### src/hw/dwell_seq_consts.vh
`ifndef DWELL_SEQ_CONSTS_VH
`define DWELL_SEQ_CONSTS_VH

// timing
`define CLK_HZ 32'h00989680
`define MS_PER_S 32'h000003E8
`define MS_PER_TENTH 24'h000064
`define CYC_PER_MS_DEF 16'h2710 // clk_hz / ms_per_s at the 10 MHz control clock

// register byte offsets
`define ADR_CTRL 8'h00
`define ADR_TERMFN_LO 8'h04
`define ADR_TERMFN_HI 8'h08
`define ADR_SET_FREQ 8'h0C
`define ADR_RAMP_TIME 8'h10
`define ADR_QSTOP_TIME 8'h14
`define ADR_DWELL_FREQ 8'h18
`define ADR_DWELL_TIME 8'h1C
`define ADR_FREQ_LIMIT 8'h20
`define ADR_STATUS 8'h24

// control fields
`define CTRL_GATE 0
`define CTRL_ACT_LO 1
`define CTRL_ACT_HI 2

// status fields
`define ST_STATE_LO 16
`define ST_STATE_HI 19
`define ST_BLOCK 20
`define ST_PERMIT 21
`define ST_GATING 22
`define ST_REARM 23

// terminal function code that makes a terminal the run permit
`define FN_RUN_PERMIT 8'h0D
`define FN_WIDTH 8

// permit-off stop actions
`define ACT_COAST 2'h0
`define ACT_QSTOP 2'h1
`define ACT_RESUME 2'h2

// reset values and limits (frequency in 0.01 Hz, time in 0.1 s)
`define RST_GATE 1'h1
`define RST_ACT 2'h0
`define RST_QSTOP_TIME 16'h0032
`define MAX_QSTOP_TIME 16'h1770
`define RST_DWELL_FREQ 16'h01F4
`define RST_DWELL_TIME 16'h0000
`define MAX_DWELL_TIME 16'h0064
`define RST_RAMP_TIME 16'h0064
`define RST_MAX_FREQ 16'h1770
`define RST_START_FREQ 16'h0032
`define RST_SET_FREQ 16'h0000

`endif

### src/hw/hold_timer.v
`timescale 1ns/1ps
`include "dwell_seq_consts.vh"

module hold_timer (
   // clock and reset
   input wire clk_i,
   input wire rst_i,
   input wire ce_i,
   // control
   input wire tick_i,
   input wire load_i,
   input wire [15:0] tenths_i,
   // status
   output wire done_o
);

   reg [23:0] cnt_r;

   // counts down whole milliseconds; load wins over the count
   always @(posedge clk_i) begin
      if (rst_i) begin
         cnt_r <= 24'h000000;
      end else if (ce_i) begin
         if (load_i) begin
            cnt_r <= {8'h00, tenths_i} * `MS_PER_TENTH;
         end else if (tick_i && cnt_r != 24'h000000) begin
            cnt_r <= cnt_r - 24'h000001;
         end
      end
   end

   assign done_o = (cnt_r == 24'h000000);

endmodule

### src/hw/freq_ramp.v
`timescale 1ns/1ps

module freq_ramp (
   // clock and reset
   input wire clk_i,
   input wire rst_i,
   input wire ce_i,
   // control
   input wire tick_i,
   input wire zero_i,
   input wire [15:0] target_i,
   input wire [23:0] period_i,
   input wire [15:0] scale_i,
   // output
   output reg [15:0] freq_o,
   output wire at_target_o
);

   reg [24:0] acc_r;

   // fractional accumulator: scale_i lsb per period_i ms, one lsb per step
   always @(posedge clk_i) begin
      if (rst_i) begin
         freq_o <= 16'h0000;
         acc_r <= 25'h0000000;
      end else if (ce_i) begin
         if (zero_i) begin
            freq_o <= 16'h0000;
            acc_r <= 25'h0000000;
         end else if (freq_o == target_i) begin
            acc_r <= 25'h0000000;
         end else if (period_i == 24'h000000) begin
            freq_o <= target_i; // zero time jumps at once
         end else if (acc_r >= {1'b0, period_i}) begin
            acc_r <= acc_r - {1'b0, period_i};
            if (freq_o < target_i) begin
               freq_o <= freq_o + 16'h0001;
            end else begin
               freq_o <= freq_o - 16'h0001;
            end
         end else if (tick_i) begin
            acc_r <= acc_r + {9'h000, scale_i};
         end
      end
   end

   assign at_target_o = (freq_o == target_i);

endmodule

### src/hw/run_permit_dwell_sequencer.v
// Functional notes
// - terminal with function 13 is run permit
// - assignment alone does not enable gating
// - gated policy qualifies run with permit
// - always-enabled policy ignores permit terminal
// - action 0 blocks output at permit off
// - action 1 quick-stops, needs fresh run
// - action 2 quick-stops, resumes with run on
// - quick-stop time 0 to 600 s, 5.0
// - first accel holds at dwell frequency
// - stop decelerates, holds, then stops normally
// - zero hold time skips the plateau
// - accel hold only on first run
// - decel hold only after stop command
// - external brake control suppresses both holds
// - hold time 0-10 s, frequency bounded
`timescale 1ns/1ps
`include "dwell_seq_consts.vh"

module run_permit_dwell_sequencer #(
   parameter [15:0] CYC_PER_MS = `CYC_PER_MS_DEF
) (
   // clock, reset, enable
   input wire clk_i,
   input wire rst_i,
   input wire ce_i,
   // wishbone slave
   input wire [7:0] wb_adr_i,
   input wire [31:0] wb_dat_i,
   input wire [3:0] wb_sel_i,
   input wire wb_we_i,
   input wire wb_cyc_i,
   input wire wb_stb_i,
   output reg [31:0] wb_dat_o,
   output reg wb_ack_o,
   // drive commands and terminals
   input wire run_cmd_i,
   input wire [7:0] term_i,
   input wire brake_ctrl_i,
   // frequency command path
   output wire [15:0] freq_o,
   output reg block_o
);

   localparam S_IDLE = 4'h0;
   localparam S_ACC_RAMP = 4'h1;
   localparam S_ACC_HOLD = 4'h2;
   localparam S_RUN = 4'h3;
   localparam S_DEC_RAMP = 4'h4;
   localparam S_DEC_HOLD = 4'h5;
   localparam S_STOP = 4'h6;
   localparam S_QSTOP = 4'h7;
   localparam S_COAST = 4'h8;

   // byte-lane merge of a write into the old word
   function [31:0] merge;
      input [31:0] old;
      input [31:0] nw;
      input [3:0] sel;
      integer i;
      begin
         merge = old;
         for (i = 0; i < 4; i = i + 1) begin
            if (sel[i]) begin
               merge[i*8 +: 8] = nw[i*8 +: 8];
            end
         end
      end
   endfunction

   // bound a setting into its legal range
   function [15:0] clamp16;
      input [15:0] v;
      input [15:0] lo;
      input [15:0] hi;
      begin
         if (v < lo) begin
            clamp16 = lo;
         end else if (v > hi) begin
            clamp16 = hi;
         end else begin
            clamp16 = v;
         end
      end
   endfunction

   // settings
   reg gate_r;
   reg [1:0] stop_act_r;
   reg [31:0] termfn_lo_r;
   reg [31:0] termfn_hi_r;
   reg [15:0] set_freq_r;
   reg [15:0] acc_time_r;
   reg [15:0] dec_time_r;
   reg [15:0] qstop_time_r;
   reg [15:0] acc_dw_freq_r;
   reg [15:0] dec_dw_freq_r;
   reg [15:0] acc_dw_time_r;
   reg [15:0] dec_dw_time_r;
   reg [15:0] max_freq_r;
   reg [15:0] start_freq_r;

   // sequencer state
   reg [3:0] state_r;
   reg [3:0] state_nxt;
   reg rearm_r;
   reg rearm_nxt;
   reg hold_load;
   reg [15:0] pre_r;
   reg [31:0] rd_data;
   reg [31:0] wr_word;
   reg [15:0] target;
   reg [23:0] period;

   wire [63:0] fn_all = {termfn_hi_r, termfn_lo_r};
   wire [7:0] permit_sel;
   wire [7:0] permit_on;
   wire gate_active;
   wire permit_ok;
   wire tick;
   wire at_target;
   wire hold_done;
   wire acc_dw_en;
   wire dec_dw_en;
   wire motion;
   wire bus_req;

   // terminal function decode, one field per terminal
   genvar k;
   generate
      for (k = 0; k < 8; k = k + 1) begin : g_term
         assign permit_sel[k] = (fn_all[k*`FN_WIDTH +: `FN_WIDTH] == `FN_RUN_PERMIT);
         assign permit_on[k] = permit_sel[k] & term_i[k];
      end
   endgenerate

   // gating needs both an assigned terminal and the gated policy
   assign gate_active = gate_r & (|permit_sel);
   assign permit_ok = ~gate_active | (|permit_on);

   // holds enabled only with nonzero time and no brake control
   assign acc_dw_en = (acc_dw_time_r != 16'h0000) & ~brake_ctrl_i
                      & (set_freq_r > acc_dw_freq_r);
   assign dec_dw_en = (dec_dw_time_r != 16'h0000) & ~brake_ctrl_i
                      & (freq_o > dec_dw_freq_r);
   assign motion = (state_r >= S_ACC_RAMP) && (state_r <= S_STOP);

   // millisecond prescaler paces ramps and holds
   assign tick = (pre_r == CYC_PER_MS - 16'h0001);
   always @(posedge clk_i) begin
      if (rst_i) begin
         pre_r <= 16'h0000;
      end else if (ce_i) begin
         if (tick) begin
            pre_r <= 16'h0000;
         end else begin
            pre_r <= pre_r + 16'h0001;
         end
      end
   end

   // register readback
   always @* begin
      case (wb_adr_i)
         `ADR_CTRL: rd_data = {29'h00000000, stop_act_r, gate_r};
         `ADR_TERMFN_LO: rd_data = termfn_lo_r;
         `ADR_TERMFN_HI: rd_data = termfn_hi_r;
         `ADR_SET_FREQ: rd_data = {16'h0000, set_freq_r};
         `ADR_RAMP_TIME: rd_data = {dec_time_r, acc_time_r};
         `ADR_QSTOP_TIME: rd_data = {16'h0000, qstop_time_r};
         `ADR_DWELL_FREQ: rd_data = {dec_dw_freq_r, acc_dw_freq_r};
         `ADR_DWELL_TIME: rd_data = {dec_dw_time_r, acc_dw_time_r};
         `ADR_FREQ_LIMIT: rd_data = {start_freq_r, max_freq_r};
         `ADR_STATUS: begin
            rd_data = 32'h00000000;
            rd_data[15:0] = freq_o;
            rd_data[`ST_STATE_HI:`ST_STATE_LO] = state_r;
            rd_data[`ST_BLOCK] = block_o;
            rd_data[`ST_PERMIT] = permit_ok;
            rd_data[`ST_GATING] = gate_active;
            rd_data[`ST_REARM] = rearm_r;
         end
         default: rd_data = 32'h00000000;
      endcase
      wr_word = merge(rd_data, wb_dat_i, wb_sel_i);
   end

   // one-wait-state slave; unmapped reads give zero, writes vanish
   assign bus_req = wb_cyc_i & wb_stb_i & ~wb_ack_o;
   always @(posedge clk_i) begin
      if (rst_i) begin
         wb_ack_o <= 1'b0;
         wb_dat_o <= 32'h00000000;
      end else if (ce_i) begin
         wb_ack_o <= bus_req;
         if (bus_req && !wb_we_i) begin
            wb_dat_o <= rd_data;
         end
      end
   end

   // settings written; all but ramp times, limits and terminal codes range-checked at write time
   always @(posedge clk_i) begin
      if (rst_i) begin
         gate_r <= `RST_GATE;
         stop_act_r <= `RST_ACT;
         termfn_lo_r <= 32'h00000000;
         termfn_hi_r <= 32'h00000000;
         set_freq_r <= `RST_SET_FREQ;
         acc_time_r <= `RST_RAMP_TIME;
         dec_time_r <= `RST_RAMP_TIME;
         qstop_time_r <= `RST_QSTOP_TIME;
         acc_dw_freq_r <= `RST_DWELL_FREQ;
         dec_dw_freq_r <= `RST_DWELL_FREQ;
         acc_dw_time_r <= `RST_DWELL_TIME;
         dec_dw_time_r <= `RST_DWELL_TIME;
         max_freq_r <= `RST_MAX_FREQ;
         start_freq_r <= `RST_START_FREQ;
      end else if (ce_i && bus_req && wb_we_i) begin
         case (wb_adr_i)
            `ADR_CTRL: begin
               gate_r <= wr_word[`CTRL_GATE];
               // out-of-range action falls back to the safest resume-free stop
               if (wr_word[`CTRL_ACT_HI:`CTRL_ACT_LO] > `ACT_RESUME) begin
                  stop_act_r <= `ACT_QSTOP;
               end else begin
                  stop_act_r <= wr_word[`CTRL_ACT_HI:`CTRL_ACT_LO];
               end
            end
            `ADR_TERMFN_LO: termfn_lo_r <= wr_word;
            `ADR_TERMFN_HI: termfn_hi_r <= wr_word;
            `ADR_SET_FREQ: set_freq_r <= clamp16(wr_word[15:0], 16'h0000, max_freq_r);
            `ADR_RAMP_TIME: begin
               acc_time_r <= wr_word[15:0];
               dec_time_r <= wr_word[31:16];
            end
            `ADR_QSTOP_TIME: begin
               qstop_time_r <= clamp16(wr_word[15:0], 16'h0000, `MAX_QSTOP_TIME);
            end
            `ADR_DWELL_FREQ: begin
               acc_dw_freq_r <= clamp16(wr_word[15:0], start_freq_r, max_freq_r);
               dec_dw_freq_r <= clamp16(wr_word[31:16], start_freq_r, max_freq_r);
            end
            `ADR_DWELL_TIME: begin
               acc_dw_time_r <= clamp16(wr_word[15:0], 16'h0000, `MAX_DWELL_TIME);
               dec_dw_time_r <= clamp16(wr_word[31:16], 16'h0000, `MAX_DWELL_TIME);
            end
            `ADR_FREQ_LIMIT: begin
               max_freq_r <= wr_word[15:0];
               start_freq_r <= wr_word[31:16];
            end
            default: begin
            end
         endcase
      end
   end

   // sequencer next state
   always @* begin
      state_nxt = state_r;
      rearm_nxt = rearm_r;
      hold_load = 1'b0;
      if (!run_cmd_i) begin
         rearm_nxt = 1'b0; // run released: a new run may start
      end
      case (state_r)
         S_IDLE: begin
            if (run_cmd_i && permit_ok && !rearm_r) begin
               if (acc_dw_en) begin
                  state_nxt = S_ACC_RAMP;
               end else begin
                  state_nxt = S_RUN;
               end
            end
         end
         S_ACC_RAMP: begin
            if (!run_cmd_i) begin
               state_nxt = S_STOP;
            end else if (at_target) begin
               state_nxt = S_ACC_HOLD;
               hold_load = 1'b1;
            end
         end
         S_ACC_HOLD: begin
            if (!run_cmd_i) begin
               state_nxt = S_STOP;
            end else if (hold_done || brake_ctrl_i) begin
               state_nxt = S_RUN;
            end
         end
         S_RUN: begin
            if (!run_cmd_i) begin
               if (dec_dw_en) begin
                  state_nxt = S_DEC_RAMP;
               end else begin
                  state_nxt = S_STOP;
               end
            end
         end
         S_DEC_RAMP: begin
            if (run_cmd_i) begin
               state_nxt = S_RUN;
            end else if (at_target) begin
               state_nxt = S_DEC_HOLD;
               hold_load = 1'b1;
            end
         end
         S_DEC_HOLD: begin
            if (run_cmd_i) begin
               state_nxt = S_RUN;
            end else if (hold_done || brake_ctrl_i) begin
               state_nxt = S_STOP;
            end
         end
         S_STOP: begin
            if (run_cmd_i) begin
               state_nxt = S_RUN;
            end else if (freq_o == 16'h0000) begin
               state_nxt = S_IDLE;
            end
         end
         S_QSTOP: begin
            if (stop_act_r == `ACT_RESUME && run_cmd_i && permit_ok) begin
               state_nxt = S_RUN;
            end else if (freq_o == 16'h0000 &&
                         (stop_act_r != `ACT_RESUME || !run_cmd_i)) begin
               state_nxt = S_IDLE;
            end
         end
         S_COAST: begin
            if (permit_ok || !run_cmd_i) begin
               state_nxt = S_IDLE;
            end
         end
         default: state_nxt = S_IDLE;
      endcase
      // permit loss overrides every motion state
      if (motion && !permit_ok) begin
         if (stop_act_r == `ACT_COAST) begin
            state_nxt = S_COAST;
            rearm_nxt = 1'b1;
         end else begin
            state_nxt = S_QSTOP;
            rearm_nxt = (stop_act_r == `ACT_QSTOP);
         end
      end
   end

   // ramp target and rate by state
   always @* begin
      target = 16'h0000;
      case (state_r)
         S_ACC_RAMP: target = acc_dw_freq_r;
         S_ACC_HOLD: target = freq_o;
         S_RUN: target = set_freq_r;
         S_DEC_RAMP: target = dec_dw_freq_r;
         S_DEC_HOLD: target = freq_o;
         default: target = 16'h0000;
      endcase
      if (state_r == S_QSTOP) begin
         period = {8'h00, qstop_time_r} * `MS_PER_TENTH;
      end else if (freq_o < target) begin
         period = {8'h00, acc_time_r} * `MS_PER_TENTH;
      end else begin
         period = {8'h00, dec_time_r} * `MS_PER_TENTH;
      end
   end

   // state, rearm and output block
   always @(posedge clk_i) begin
      if (rst_i) begin
         state_r <= S_IDLE;
         rearm_r <= 1'b0;
         block_o <= 1'b0;
      end else if (ce_i) begin
         state_r <= state_nxt;
         rearm_r <= rearm_nxt;
         block_o <= (state_nxt == S_COAST);
      end
   end

   // linear ramp; full scale is the maximum frequency
   freq_ramp u_ramp (
      .clk_i(clk_i),
      .rst_i(rst_i),
      .ce_i(ce_i),
      .tick_i(tick),
      .zero_i(state_r == S_COAST || state_r == S_IDLE),
      .target_i(target),
      .period_i(period),
      .scale_i(max_freq_r),
      .freq_o(freq_o),
      .at_target_o(at_target)
   );

   // shared plateau timer for both holds
   hold_timer u_hold (
      .clk_i(clk_i),
      .rst_i(rst_i),
      .ce_i(ce_i),
      .tick_i(tick),
      .load_i(hold_load),
      .tenths_i(state_r == S_ACC_RAMP ? acc_dw_time_r : dec_dw_time_r),
      .done_o(hold_done)
   );

endmodule

### config.mk
export PLATFORM = sky130hd
export DESIGN_NAME = run_permit_dwell_sequencer
export DESIGN_NICKNAME = d
export VERILOG_FILES = /design/src/hw/hold_timer.v /design/src/hw/freq_ramp.v /design/src/hw/run_permit_dwell_sequencer.v
export VERILOG_INCLUDE_DIRS = /design/src /design/src/hw
export SDC_FILE = /design/constraint.sdc
export NUM_CORES = 2
export LEC_CHECK = 0
export BUFFER_PORTS_ARGS = -buffer_cell sky130_fd_sc_hd__buf_2
export CAP_MARGIN = 20
export CORE_ASPECT_RATIO = 0.8
export CORE_MARGIN = 8
export CORE_UTILIZATION = 40
export DETAILED_ROUTE_END_ITERATION = 7
export MAX_ROUTING_LAYER = met4
export PLACE_DENSITY_LB_ADDON = 0.08
export SKIP_CTS_REPAIR_TIMING = 1
export SYNTH_ARGS = -nofsm -noshare
export SYNTH_HDL_FRONTEND = slang
export SYNTH_SLANG_ARGS = --single-unit
export TNS_END_PERCENT = 50
### constraint.sdc
create_clock -name clk_i -period 9.1 [get_ports clk_i]
set_input_delay 0.91 -clock clk_i [delete_from_list [all_inputs] [get_ports clk_i]]
set_output_delay 0.91 -clock clk_i [all_outputs]
set_load 0.01 [all_outputs]
# Yosys cells after proc, flatten, opt, wreduce, memory -nomap -nowiden
# Cells that the tools add are included.
[word_totals] mem_bits_ro=0 memories=0 word_cells=211 inputBits=60 ram_bits=0 latchBits=0 ff_bits=347
[op_classes] addsub=6 multipliers=4 order_cmp=16 eq_ne=34 div_mod_pow=0 reduce_logical=48 mux=61 bitwise=19 shift=0
[ops] operator="32-bit case mux with 10 select lines" count=1
[ops] operator="16-bit 2-to-1 mux" count=18
[ops] operator="25-bit 2-to-1 mux" count=5
[ops] operator="16-bit by 5-bit multiplier with 21-bit output, second input constant" count=4
[ops] operator="8-bit by 4-bit == test with 1-bit output, second input constant" count=10
[ops] operator="4-bit 2-to-1 mux" count=17
[ops] operator="16-bit greater-than comparator" count=4
[ops] operator="16-bit case mux with 4 select lines" count=1
[ops] operator="24-bit zero test" count=2
[ops] operator="16-bit less-than comparator" count=3
[ops] operator="24-bit 2-to-1 mux" count=2
[ops] operator="23-bit 2-to-1 mux" count=2
[ops] operator="4-bit case mux with 9 select lines" count=1
[ops] operator="16-bit by 1-bit adder with 16-bit output, second input constant" count=2
[ops] operator="8-bit by 5-bit == test with 1-bit output, second input constant" count=4
[ops] operator="16-bit by 7-bit greater-than comparator with 1-bit output, second input constant" count=2
[ops] operator="16-bit by 1-bit less-than comparator with 1-bit output, second input constant" count=2
[ops] operator="8-bit 2-to-1 mux" count=4
[ops] operator="16-bit nonzero test" count=2
[ops] operator="25-bit by 16-bit adder with 25-bit output" count=1
[ops] operator="25-bit by 23-bit greater-or-equal comparator with 1-bit output" count=1
[ops] operator="25-bit by 23-bit subtractor with 25-bit output" count=1
[ops] operator="2-bit AND reduction" count=12
[ops] operator="24-bit nonzero test" count=1
[ops] operator="38 further kinds" count=86

# Depth between registers and ports, before layout
[depth] ltp_word=11 mapped_depth=31

# Modules after synthesis
# From an unflattened synthesis, not the netlist that was laid out.
[hier_totals] hier_cells=3938 area_unflattened_um2=30815.8
[by_module_without_submodules] module="run_permit_dwell_sequencer" area_per_inst_um2=22491.6 instances=1 seq_area_each_um2=5645.4 cells_per_inst=2830
[by_module_without_submodules] module="freq_ramp" area_per_inst_um2=5178.7 instances=1 seq_area_each_um2=820.8 cells_per_inst=699
[by_module_without_submodules] module="hold_timer" area_per_inst_um2=3145.5 instances=1 seq_area_each_um2=480.5 cells_per_inst=409

# Least setup slack after synthesis
# No wires, ideal clock.
[synth_path] kind="reg-to-reg" start="reg state_r[0]" end="reg u_ramp.acc_r[22]" path_buffers=7 t_arrival_ns=6.606 path_slack_ns=2.402 stages_incl_launch_ff=30 cell_sequence="dfxtp_1 -> clkbuf_1 -> clkbuf_1 -> nor3_1 -> clkbuf_1 -> a222oi_1 -> a21boi_0 -> ha_1 -> nor2b_1 -> o211a_1 -> o21a_2 -> nor3_4 -> inv_4 -> buf_6 -> buf_2 -> nand2_1 -> a31oi_1 -> ha_1 -> or2_1 -> a21oi_1 -> nor2b_1 -> a2111o_1 -> a221o_1 -> a21o_1 -> buf_2 -> nand2b_1 -> o21ai_1 -> clkbuf_1 -> nor3_1 -> o32ai_1"
[synth_via] elab_chain_cells=11 word_cells_on_any_way=25 cone_classes="1 x add/sub; 2 x order compare; 9 x eq/ne; 7 x mux; 6 x reduce/logical"
[synth_rtl] item="from (decl)" line="run_permit_dwell_sequencer.v:104" rtl="reg [3:0] state_r;"
[synth_rtl] item="from (signal assigned)" line="run_permit_dwell_sequencer.v:376" rtl="state_r <= state_nxt;"
[synth_rtl] item="4-bit by 3-bit == test with 1-bit output or 4-bit by 2-bit == test with 1-bit output (tied branches)" line="run_permit_dwell_sequencer.v:352" rtl="case (state_r)"
[synth_rtl] item="2-bit OR reduction (no line)"
[synth_rtl] item="16-bit case mux with 4 select lines" line="run_permit_dwell_sequencer.v:352"
[synth_rtl] item="16-bit less-than comparator" line="run_permit_dwell_sequencer.v:362" rtl="end else if (freq_o < target) begin"
[synth_rtl] item="23-bit 2-to-1 mux" line="run_permit_dwell_sequencer.v:362"
[synth_rtl] item="23-bit 2-to-1 mux" line="run_permit_dwell_sequencer.v:360" rtl="if (state_r == S_QSTOP) begin"
[synth_rtl] item="25-bit by 23-bit subtractor with 25-bit output or 25-bit by 23-bit greater-or-equal comparator with 1-bit output (tied branches)" line="freq_ramp.v:35, freq_ramp.v:34"
[synth_rtl] item="25-bit 2-to-1 mux" line="freq_ramp.v:34" rtl="end else if (acc_r >= {1'b0, period_i}) begin"
[synth_rtl] item="25-bit 2-to-1 mux" line="freq_ramp.v:32" rtl="end else if (period_i == 24'h000000) begin"
[synth_rtl] item="25-bit 2-to-1 mux" line="freq_ramp.v:30" rtl="end else if (freq_o == target_i) begin"
[synth_rtl] item="25-bit 2-to-1 mux" line="freq_ramp.v:27" rtl="if (zero_i) begin"
[synth_rtl] item="to (signal assigned)" line="freq_ramp.v:35" rtl="acc_r <= acc_r - {1'b0, period_i};"
[synth_rtl] item="to (signal assigned)" line="freq_ramp.v:42" rtl="acc_r <= acc_r + {9'h000, scale_i};"
[synth_rtl] item="to (decl)" line="freq_ramp.v:19" rtl="reg [24:0] acc_r;"
# Parallel ways exist; a longest one is shown, timed or not. The select of a mux whose other input is x is not followed.
# A chain may end at the register's enable or synchronous reset.

# Final worst setup path
[layout_path] start="reg state_r[1]" end="reg u_ramp.acc_r[18]"
# The elaborated chain is that of the path after synthesis.

==> metrics.txt <==
Die Height=~260 um; leading cell type in the layout, fill and taps excluded=nand2_1; Clock Sinks=about 350; CTS tree=done; H-tree Lvls=2; Skew-Pair Late Insertion Delay=0.62 ns; Placer Congestion=1.03; startpoint types=register; Final setup viols=0; Vias=29.8k; Placement Setup Slack=1.40 ns; number of synthesized register bits=347; Final Max Slew Viols=0; routed vias/inst=roughly 6.2; Post-synth EDFFs=0; Final WS setup=1.87 ns; Port Buffers=around 110; crit end category=register; DP Area=31100 sq um; detailed-route DRC error count=0; cell count after synthesis=3740; Mapped Area=29500 sq um; antenna-violating nets left=0; Overflow after GRT=0; Area Overhead vs Synth=11.4%; clock-pin transition on the worst setup and hold timing paths=0.06 ns; critical path class=reg -> reg; Routed WL=132 mm; core box area=73300 sq um; DP Wirelength=101 mm; Die ar.=82600 sq um; Top Ports=110; drt wl/cell=~27 um; placed insts=4700; Pwr Density=about 200 nW/um^2; setup TNS=0 ns; number of buffers created by CTS=45; fin crit period=7.23 ns; Leak=0.0149 uW; most frequent cells in the layout=450 x nand2_1, 371 x ha_1, 347 x dfxtp_1; row count=89; syn_nets=4218; Peak Freq=approximately 140 MHz; final std cells w/o fill=4795; Synth Flop Type=dfxtp_1; period utilization=0.795; Syn Area/Cell=7.87 sq um; final net count=4277; worst rel slew slack=0.143; Cell variety after synth=109; CP Data Required Time=9.60 ns; vias in the first global route=27.0k; Die W=319 um; outcome=completed; CP arrival=7.74 ns; 1st-pass router iterations=8; Final Power=6570 uW; clock skew=0.0291 ns; Worst Tran Pin Value=1.25 ns; unrepaired setup endpoints after global routing=no; initial antenna violation count=6; max_cap viols=0; Syn. warnings=0; largest net degree at the start of global routing=194; Max clock buf depth=3; final hold violations=0; HP Class=reg -> reg; total track usage=0.314; DRT iter0 DRCs=4033; sequential-to-total area share from yosys stat=0.236; share of layout cells above drive strength 1=0.101; Synth async-reset ratio=0; Final Cell Area=~33000 sq um; clock root buffer=clkbuf_16; CP max FO=38; wire length of the first global-routing pass=191 mm; Max IR drop VDD=287 uV; Starting Density=0.402
registers in the layout, summed over array words and instances (netlist names), 2 cells and up:
name and count:
acc_dw_time_r 16, max_freq_r 16, acc_dw_freq_r 16, u_ramp.acc_r 25, set_freq_r 16, wb_dat_o 32
stop_act_r 2, state_r 4, dec_dw_time_r 16, u_ramp.freq_o 16, termfn_lo_r 32, termfn_hi_r 32
pre_r 16, qstop_time_r 16, dec_time_r 16, acc_time_r 16, dec_dw_freq_r 16, start_freq_r 16
u_hold.cnt_r 24
logic make-up after synthesis:
kind of cell / synth area share
AOI/OAI and AO/OA: 0.239
adders and majority gates: 0.190
xor gates and xnor gates: 0.0306
and+or+nand+nor: 0.195
DFF: 0.236
buffers and inverters: 0.0664
muxes: 0.0432
report_power, final:
group          switching [uW]  total [uW]  internal (uW)  leakage [uW]
registers                 109        1680           1570       0.00280
logic                    1870        2940           1060        0.0113
clock network             806        1950           1140      0.000766
final timing paths:
| path | startpoint | to | slack (ns) | cells after the start |
|---|---|---|---|---|
| setup / recovery | state_r[1]$_SDFFE_PP0P_ | u_ramp.acc_r[18]$_SDFFE_PP0P_ | 1.87 | 25 |
| hold / removal | wb_dat_o[24]$_SDFFE_PP0P_ | wb_dat_o[24]$_SDFFE_PP0P_ | 0.46 | 2 |
| setup reg to reg | state_r[1]$_SDFFE_PP0P_ | u_ramp.acc_r[18]$_SDFFE_PP0P_ | 1.87 | 25 |
| hold reg to reg | wb_dat_o[24]$_SDFFE_PP0P_ | wb_dat_o[24]$_SDFFE_PP0P_ | 0.46 | 2 |
cell type report:
class / instances / area, sq um
Clock inverter: 20 / 263
Antenna cell: 6 / 15.0
Tap cell: 955 / 1190
Fill cell: 7546 / 40500
Multi-Input combinational cell: 2892 / 20700
Inverter: 322 / 1210
Timing Repair Buffer: 191 / 1200
Sequential cell: 347 / 6950
Clock buffer: 62 / 1300
layer usage:
| metal | up-vias | GRT usage | part of all wire |
|---|---|---|---|
| li1 | 13685 | - | - |
| met3 | 262 | 0.0814 | 0.12 |
| met2 | 1638 | 0.404 | 0.38 |
| met4 | 0 | 0.111 | 0.039 |
| met5 | - | - | 0 |
| met1 | 14260 | 0.462 | 0.46 |
cell usage after synthesis (9+ instances only):
cell         n  area [sq um]
nand2_1    452          1700
ha_1       371          4640
dfxtp_1    347          6950
inv_1      318          1190
a21oi_1    305          1530
nor2_1     277          1040
o21ai_0    159           796
clkbuf_1   138           518
mux2i_1     90           901
nor3_1      84           420
nand3_1     83           415
a21o_1      75           563
a22oi_1     66           495
a211oi_1    64           480
xnor2_1     53           464
nand4_1     51           319
xor2_1      50           438
fa_1        47           941
and3_1      40           250
o211ai_1    37           278
a222oi_1    35           350
nor4_1      35           219
a22o_1      31           272
nand2b_1    30           188
mux2_2      29           327
nor2b_1     29           181
o22ai_1     29           181
o21a_1      25           188
buf_2       24           120
o21bai_1    21           158
or3_1       21           131
a21boi_0    20           150
a31oi_1     20           125
or4_1       15           113
or2_2       14          87.6
a221oi_1    13           114
a211o_1     12           105
o31ai_1     12          90.1
a2bb2oi_1   11          96.3
buf_1       10          37.5
nand3b_1    10          75.1
a31o_2       9          78.8
and2_1       9          56.3
nand4b_1     9          78.8
stage by stage:
stage           util  hold slack (ns)
6_report       0.448            0.461
3_3_place_gp   0.425            0.442
2_1_floorplan      -            0.444
4_1_cts        0.446            0.460
3_5_place_dp   0.425            0.452
5_1_grt        0.448            0.492
critical path, cell delays in order (launching register included):
cell and delay [ns]:
dfxtp_1 0.69, inv_1 0.12, nand2_1 0.18, nor3_2 0.07
buf_4 0.24, a222oi_1 0.35, a21boi_0 0.32, ha_1 0.30
nor2b_1 0.14, o211a_1 0.23, o21a_2 0.26, nor3_4 0.26
inv_4 0.24, mux2i_1 0.17, o21ai_0 0.53, ha_1 0.41
a21o_1 0.19, a21o_1 0.19, a21o_1 0.21, a221o_1 0.37
a21o_2 0.34, buf_4 0.26, or3_1 0.45, nor3_1 0.33
a2bb2oi_1 0.14, o32ai_1 0.13
(Power assumes the default switching activity.)
